[src/hdl/crlp_pkg.sv]
// Package with register map, field layout, reset values and ratio tables of the clock and low-power control.
package crlp_pkg;

  // ---------------------------------------------------------------------------
  // Register map and fields
  // ---------------------------------------------------------------------------
  localparam logic [3:0]  CTRL_OFFSET      = 4'h0;
  localparam logic [3:0]  STATUS_OFFSET    = 4'h4;
  localparam int          BYPASS_BIT       = 0;
  localparam int          RATIO_LSB        = 9;
  localparam int          RATIO_MSB        = 11;
  localparam int          DEPTH_LSB        = 12;
  localparam int          DEPTH_MSB        = 13;
  localparam logic [2:0]  RATIO_RESET      = 3'h7;
  localparam logic [1:0]  DEPTH_RESET      = 2'h0;
  localparam logic        BYPASS_RESET     = 1'b0;

  // ---------------------------------------------------------------------------
  // Ratio tables: output rate is reference rate times NUM over DEN, code 0 in the lowest nibble, listed last
  // ---------------------------------------------------------------------------
  localparam logic [31:0] RATIO_NUM        = {4'h1, 4'h4, 4'h2, 4'h4, 4'h1, 4'h4, 4'h2, 4'h4};
  localparam logic [31:0] RATIO_DEN        = {4'h2, 4'h7, 4'h3, 4'h5, 4'h1, 4'h3, 4'h1, 4'h1};
  localparam int          REF_DIV_DEFAULT  = 8;

  // ---------------------------------------------------------------------------
  // Sleep states
  // ---------------------------------------------------------------------------
  typedef enum logic [1:0] {
    ST_RUN    = 2'b00,
    ST_LIGHT  = 2'b01,
    ST_MEDIUM = 2'b10,
    ST_HALT   = 2'b11
  } crlp_state_t;

endpackage

[src/hdl/crlp_ratio_gen.sv]
// Fractional rate generator that makes the core output clock enable from the reference tick rate.
`timescale 1ns/1ps
module crlp_ratio_gen #(
  parameter int REF_DIV = crlp_pkg::REF_DIV_DEFAULT
) (
  input  wire logic       ref_clk,
  input  wire logic       resetn,
  input  wire logic       run,
  input  wire logic [2:0] ratio,
  output logic            tick_r
);

  // ---------------------------------------------------------------------------
  // Accumulator
  // ---------------------------------------------------------------------------
  // The reference ticks once every REF_DIV clocks, so each clock adds NUM and a
  // pulse is due whenever DEN times REF_DIV has been gathered.
  logic [7:0] acc_r;
  logic [7:0] acc_nxt;
  wire  [3:0] num   = crlp_pkg::RATIO_NUM[4*ratio +: 4];
  wire  [3:0] den   = crlp_pkg::RATIO_DEN[4*ratio +: 4];
  wire  [7:0] limit = 8'(den * REF_DIV);
  wire  [7:0] sum   = acc_r + {4'h0, num};
  wire        due   = sum >= limit;

  assign acc_nxt = !run ? 8'h00 : (due ? 8'(sum - limit) : sum);

  always_ff @(posedge ref_clk or negedge resetn) begin
    if (!resetn) begin
      acc_r  <= 8'h00;
      tick_r <= 1'b0;
    end else begin
      acc_r  <= acc_nxt;
      tick_r <= run & due;
    end
  end

endmodule

[src/hdl/crlp_top.sv]
// Clock ratio and low-power sequencing control with an Avalon-MM register slave.
`timescale 1ns/1ps
module crlp_top #(
  parameter int REF_DIV = crlp_pkg::REF_DIV_DEFAULT
) (
  input  wire logic        ref_clk,
  input  wire logic        resetn,
  input  wire logic [3:0]  avs_address,
  input  wire logic        avs_read,
  input  wire logic        avs_write,
  input  wire logic [31:0] avs_writedata,
  input  wire logic [3:0]  avs_byteenable,
  output logic      [31:0] avs_readdata,
  output logic             avs_waitrequest,
  input  wire logic        idle_exec,
  input  wire logic        periph_irq,
  input  wire logic        ext_irq,
  input  wire logic        wakeup_irq,
  input  wire logic        power_drive_protect_input,
  output logic             core_output_clock,
  output logic             cpu_clk_en,
  output logic             sys_clk_en,
  output logic             watchdog_clock_en,
  output logic             pll_on,
  output logic             osc_on,
  output logic             flash_pwr_on,
  output logic             osc_bypass
);

  // ---------------------------------------------------------------------------
  // Register bus slave
  // ---------------------------------------------------------------------------
  // Every access waits exactly one cycle: waitrequest falls in the cycle after
  // the request appears and rises again at the accepting edge.
  logic        wait_r;
  logic [31:0] rdata_r;
  logic [2:0]  ratio_r;
  logic [1:0]  depth_r;
  logic        bypass_r;

  wire         req        = avs_read | avs_write;
  wire         accept     = req & ~wait_r;
  wire         wr_accept  = avs_write & ~wait_r;
  wire         hit_ctrl   = avs_address == crlp_pkg::CTRL_OFFSET;
  wire         hit_status = avs_address == crlp_pkg::STATUS_OFFSET;
  wire         wr_ctrl_b0 = wr_accept & hit_ctrl & avs_byteenable[0];
  wire         wr_ctrl_b1 = wr_accept & hit_ctrl & avs_byteenable[1];
  wire         wait_nxt   = ~(req & wait_r);

  crlp_pkg::crlp_state_t state_r;
  crlp_pkg::crlp_state_t state_nxt;

  wire  [31:0] ctrl_word  = {18'h0, depth_r, ratio_r, 8'h00, bypass_r};
  wire  [31:0] stat_word  = {24'h0, flash_pwr_on, osc_on, pll_on, watchdog_clock_en,
                             sys_clk_en, cpu_clk_en, state_r};
  wire  [31:0] rdata_nxt  = hit_ctrl   ? ctrl_word :
                            hit_status ? stat_word : 32'h0000_0000;

  always_ff @(posedge ref_clk or negedge resetn) begin
    if (!resetn) begin
      wait_r  <= 1'b1;
      rdata_r <= 32'h0000_0000;
    end else begin
      wait_r  <= wait_nxt;
      if (avs_read && wait_r) begin
        rdata_r <= rdata_nxt;
      end
    end
  end

  assign avs_waitrequest = wait_r;
  assign avs_readdata    = rdata_r;

  // ---------------------------------------------------------------------------
  // Control register
  // ---------------------------------------------------------------------------
  // Fields change only on reset or an accepted write, never on sleep entry or wake.
  always_ff @(posedge ref_clk or negedge resetn) begin
    if (!resetn) begin
      ratio_r  <= crlp_pkg::RATIO_RESET;
      depth_r  <= crlp_pkg::DEPTH_RESET;
      bypass_r <= crlp_pkg::BYPASS_RESET;
    end else begin
      if (wr_ctrl_b0) begin
        bypass_r <= avs_writedata[crlp_pkg::BYPASS_BIT];
      end
      if (wr_ctrl_b1) begin
        ratio_r <= avs_writedata[crlp_pkg::RATIO_MSB:crlp_pkg::RATIO_LSB];
        depth_r <= avs_writedata[crlp_pkg::DEPTH_MSB:crlp_pkg::DEPTH_LSB];
      end
    end
  end

  // ---------------------------------------------------------------------------
  // Protect input synchroniser
  // ---------------------------------------------------------------------------
  // The level is taken only once the second and third stages agree, which
  // filters a single-cycle glitch on the pin.
  logic [2:0] pdp_sync_r;
  logic       pdp_level_r;

  always_ff @(posedge ref_clk or negedge resetn) begin
    if (!resetn) begin
      pdp_sync_r  <= 3'h0;
      pdp_level_r <= 1'b0;
    end else begin
      pdp_sync_r <= {pdp_sync_r[1:0], power_drive_protect_input};
      if (pdp_sync_r[1] == pdp_sync_r[2]) begin
        pdp_level_r <= pdp_sync_r[2];
      end
    end
  end

  // ---------------------------------------------------------------------------
  // Sleep state machine
  // ---------------------------------------------------------------------------
  // Reset wakes every depth through the asynchronous reset itself.
  wire wake_light  = periph_irq | ext_irq | pdp_level_r;
  wire wake_medium = wakeup_irq | ext_irq | pdp_level_r;
  wire wake_halt   = pdp_level_r;

  always_comb begin
    state_nxt = state_r;
    case (state_r)
      crlp_pkg::ST_RUN: begin
        if (idle_exec) begin
          if (depth_r[1]) begin
            state_nxt = crlp_pkg::ST_HALT;
          end else if (depth_r[0]) begin
            state_nxt = crlp_pkg::ST_MEDIUM;
          end else begin
            state_nxt = crlp_pkg::ST_LIGHT;
          end
        end
      end
      crlp_pkg::ST_LIGHT: begin
        if (wake_light) begin
          state_nxt = crlp_pkg::ST_RUN;
        end
      end
      crlp_pkg::ST_MEDIUM: begin
        if (wake_medium) begin
          state_nxt = crlp_pkg::ST_RUN;
        end
      end
      crlp_pkg::ST_HALT: begin
        if (wake_halt) begin
          state_nxt = crlp_pkg::ST_RUN;
        end
      end
      default: begin
        state_nxt = crlp_pkg::ST_RUN;
      end
    endcase
  end

  // ---------------------------------------------------------------------------
  // Domain and power enables
  // ---------------------------------------------------------------------------
  // Enables follow the next state so they change at the same edge as the state.
  wire run_nxt   = state_nxt == crlp_pkg::ST_RUN;
  wire light_nxt = state_nxt == crlp_pkg::ST_LIGHT;
  wire halt_nxt  = state_nxt == crlp_pkg::ST_HALT;

  always_ff @(posedge ref_clk or negedge resetn) begin
    if (!resetn) begin
      state_r           <= crlp_pkg::ST_RUN;
      cpu_clk_en        <= 1'b1;
      sys_clk_en        <= 1'b1;
      watchdog_clock_en <= 1'b1;
      pll_on            <= 1'b1;
      osc_on            <= 1'b1;
      flash_pwr_on      <= 1'b1;
      osc_bypass        <= 1'b0;
    end else begin
      state_r           <= state_nxt;
      cpu_clk_en        <= run_nxt;
      sys_clk_en        <= run_nxt | light_nxt;
      watchdog_clock_en <= ~halt_nxt;
      pll_on            <= ~halt_nxt;
      osc_on            <= ~halt_nxt & ~bypass_r;
      flash_pwr_on      <= ~halt_nxt;
      osc_bypass        <= bypass_r;
    end
  end

  // ---------------------------------------------------------------------------
  // Core output clock
  // ---------------------------------------------------------------------------
  // The PLL runs in every state but halt, so the output clock survives the
  // lighter depths and peripherals on it keep going.
  crlp_ratio_gen #(
    .REF_DIV (REF_DIV)
  ) u_ratio (
    .ref_clk (ref_clk),
    .resetn  (resetn),
    .run     (~halt_nxt),
    .ratio   (ratio_r),
    .tick_r  (core_output_clock)
  );
endmodule

[config.mk]
export PLATFORM = sky130hd
export DESIGN_NAME = crlp_top
export DESIGN_NICKNAME = d
export VERILOG_FILES = /design/src/hdl/crlp_pkg.sv /design/src/hdl/crlp_ratio_gen.sv /design/src/hdl/crlp_top.sv
export SDC_FILE = /design/constraint.sdc
export NUM_CORES = 1
export LEC_CHECK = 0
export BUFFER_PORTS_ARGS = -buffer_cell sky130_fd_sc_hd__buf_4
export CELL_PAD_IN_SITES_DETAIL_PLACEMENT = 1
export CELL_PAD_IN_SITES_GLOBAL_PLACEMENT = 1
export CORE_ASPECT_RATIO = 1.4
export CORE_MARGIN = 3
export CORE_UTILIZATION = 36
export CTS_BUF_LIST = sky130_fd_sc_hd__clkbuf_8
export DETAILED_ROUTE_END_ITERATION = 6
export PLACE_DENSITY_LB_ADDON = 0.12
export SYNTH_ARGS = -nofsm -noshare
export SYNTH_HDL_FRONTEND = slang
export SYNTH_SLANG_ARGS = --single-unit
[constraint.sdc]
create_clock -name ref_clk -period 4 [get_ports ref_clk]
set_clock_uncertainty 0.2 [all_clocks]
set_input_delay 0.6 -clock ref_clk [delete_from_list [all_inputs] [get_ports ref_clk]]
set_output_delay 0.6 -clock ref_clk [all_outputs]
set_load 0.1 [all_outputs]
==> out/summary.txt <==
DRT Pass-1 Iters = 4
# hold bufs at CTS = 0
clock sink count = 38
DRT antenna net count = 0
post-synthesis adder-cell area fraction = 0.0642
Synth Area per Inst = 11.2 µm²
synthesized flop and latch total = 38
fin crit share = 0.913
WS Path Type = reg -> reg
post-synthesis mux area share = 0.0552
most frequent cells in the layout = buf_4, dfrtp_1, conb_1
crit-path leading delay family = simple AND/OR/NAND/NOR gates
non-filler instance count after layout = 284
core area = 5200 µm²
synthesized area = 1950 µm²
CP most frequent cell = ha_1
startpoint types = flip-flop
aggregate global-route resource usage = 0.149
Critical Path Sink Type = flip-flop
NumNets Final = 274
sequential area share after synthesis = 0.493
Core Rows = 31
Slew @ Worst Pin = 0.657 ns
crit path DAT = 3.67 ns
Final WS setup = 0.347 ns
Area Growth Syn to Fin = 22.2%
commonest non-fill, non-tap cell in the layout = buf_4
P_int = 1.04 mW
HPWL after DPL = 3.46 mm
final hold vios = 0
setup TNS = 0 ns
initial antenna violation count = 0
Pins Over Slew Limit = 0
vias per cell = 4.78
CP bufs+invs = 0
H-tree levels = 2
Compound-Gate Fraction of Synth Area = 0.107
CP max-delay cell = dfstp_2
Max Fanout on Critical Path = 5
master cell of the clock root buffer = clkbuf_8
P_sw = 0.787 mW
post-layout min period = 3.65 ns
Flop pwr share = 0.295
Post-Place Worst Slack = 0.173 ns
Inst Count DP = 276
DRC Markers = 0
Pwr Density = 768 nW/µm²
switch share = 0.431
GPL Wtd Cong = 0.851
Fmax achieved = 274 MHz
Comb power frac = 0.485
Antenna Cells = 0
relative slew slack = 0.559
clk slew on worst S/H paths = 0.08 ns
maximum clock path buffer count = 2
status = completed
global-route wire length before repair = 6.92 mm
P_leak = 1.13 nW
Max-Cap Viols = 0
clock insertion delay at the later pin of the skew report = 0.29 ns
CTS tree = yes
Initial Utilization = 0.375
die span in x = 68.2 µm
Congestion Overflow GR = 0
DR WL/cell = 15.1 µm
number of unique standard cell types used by synthesis = 40
Synth Instances = 174
post-layout util = 0.458
IO Count = 90
vias in the first global route = 1433
Die ar. = 6340 µm²
total number of vias = 1357
post-cts resize count = 0
Simple-Gate Fraction of Synth Area = 0.145
PortBufs = 42
RSZ-0062 raised after global routing = false
post-synthesis xor/xnor area fraction = 0.0315
Final setup viols = 0
critical path required time = 4.01 ns
synth warn = 0
DRT iter0 DRCs = 44
Num CTS Buffers = 5
Hold WC Path Type = in -> async
WL final = 4.30 mm
maximum VDD drop = 0.392 mV
postcts setup bufs = 0
crit-path cells = and2_1 -> ha_1 -> fa_1 -> a21oi_2 -> or2b_2 -> xnor2_1 -> ha_1 -> nor2b_1 -> o21ai_1 -> nand4_1 -> nor3_2 -> mux2i_1
largest family of logic cells by synthesized area = simple AND/OR/NAND/NOR gates
crit-path max cell delay = 0.57 ns
share of cells above drive strength 1 = 0.335
DIE HEIGHT = 93.0 µm
largest net degree at the start of global routing = 39
clock share of power = 0.220
## layer usage
layer	global-route usage	vias to the layer above	wire length, µm
met5	0	-	0
met2	0.260	40	2390
met1	0.163	659	1540
li1	-	649	-
met4	0.0763	0	102
met3	0.0349	9	258
## kinds of logic after synthesis
group	after synthesis
and+or+nand+nor	50
other	1
DFF	38
muxes	10
adders and majority gates	9
AOI/OAI and AO/OA	29
xor gates and xnor gates	7
buffers and inverters	30
## power by group through the flow
stage               clock network, mW  logic [mW]  registers, mW
CTS                             0.417       0.896          0.539
finish                          0.402       0.886          0.538
global placement                    0       0.862          0.542
floorplan                           0       0.579          0.668
detailed placement                  0       0.888          0.547
global route                    0.431       0.979          0.553
## state kept, by name (all words and copies together), names as in the netlist
register	count
osc_on	1
sys_clk_en	1
u_ratio.tick_r	1
state_r	2
avs_readdata	11
depth_r	2
bypass_r	1
ratio_r	3
avs_waitrequest	1
u_ratio.acc_r	8
osc_bypass	1
cpu_clk_en	1
pdp_sync_r	3
pdp_level_r	1
flash_pwr_on	1
## metrics by stage
stage / area [µm²] / hold slack, ns / power, mW
3_5_place_dp: 2240 / 0.145 / 1.43
2_1_floorplan: 2020 / 0.104 / 1.25
5_1_grt: 2380 / 0.0795 / 1.96
6_report: 2380 / 0.0592 / 1.83
4_1_cts: 2380 / 0.0673 / 1.85
3_3_place_gp: 2240 / 0.135 / 1.40
## Yosys cell counts
cell type,number,area (µm²)
a31oi_1,1,6.26
and4_4,1,11.3
a22oi_1,1,7.51
nor3_2,1,10.0
clkinv_1,1,3.75
clkbuf_1,1,3.75
o21ai_1,1,5.00
buf_4,23,173
nor4_1,2,12.5
nand4_1,2,12.5
and2_1,4,25.0
a211o_1,1,8.76
maj3_1,1,10.0
inv_1,5,18.8
nor2_1,8,30.0
nand2_2,1,6.26
fa_1,2,40.0
mux2i_1,4,40.0
nand2b_1,2,12.5
a21oi_2,2,17.5
nor4b_2,1,15.0
xnor2_1,3,26.3
nor2b_1,4,25.0
a22o_1,10,87.6
dfstp_2,8,210
or3_4,2,22.5
o21ai_0,5,25.0
or2b_2,1,8.76
nor3_1,3,15.0
mux2_2,6,67.6
nand2_1,13,48.8
or4_1,1,7.51
a21oi_1,4,20.0
conb_1,1,3.75
nand3_1,4,20.0
xor2_1,4,35.0
o21a_1,1,7.51
dfrtp_1,30,751
ha_1,6,75.1
o31ai_1,3,22.5
## cell type report
class                      instances  area (µm²)
clock buffer                       6        82.6
timing repair buffer              42         315
inverter                           6        22.5
clock inverter                     2        60.1
tap                               66        82.6
sequential                        38         961
fill                             585        2820
multi-input combinational        124         856
## worst paths after layout
check,from,cells past startpoint,slack [ns],to
max,ratio_r[0]$_DFFE_PN1P_,12,0.35,u_ratio.acc_r[5]$_DFF_PN0_
min,resetn,1,0.06,avs_readdata[1]$_DFFE_PN0P_
max reg2reg,ratio_r[0]$_DFFE_PN1P_,12,0.35,u_ratio.acc_r[5]$_DFF_PN0_
min reg2reg,pdp_sync_r[0]$_DFF_PN0_,0,0.15,pdp_sync_r[1]$_DFF_PN0_
max in group asynchronous,resetn,1,3.17,ratio_r[0]$_DFFE_PN1P_
min in group ref_clk,pdp_sync_r[0]$_DFF_PN0_,0,0.15,pdp_sync_r[1]$_DFF_PN0_
Power figures use the tool's default switching activity.
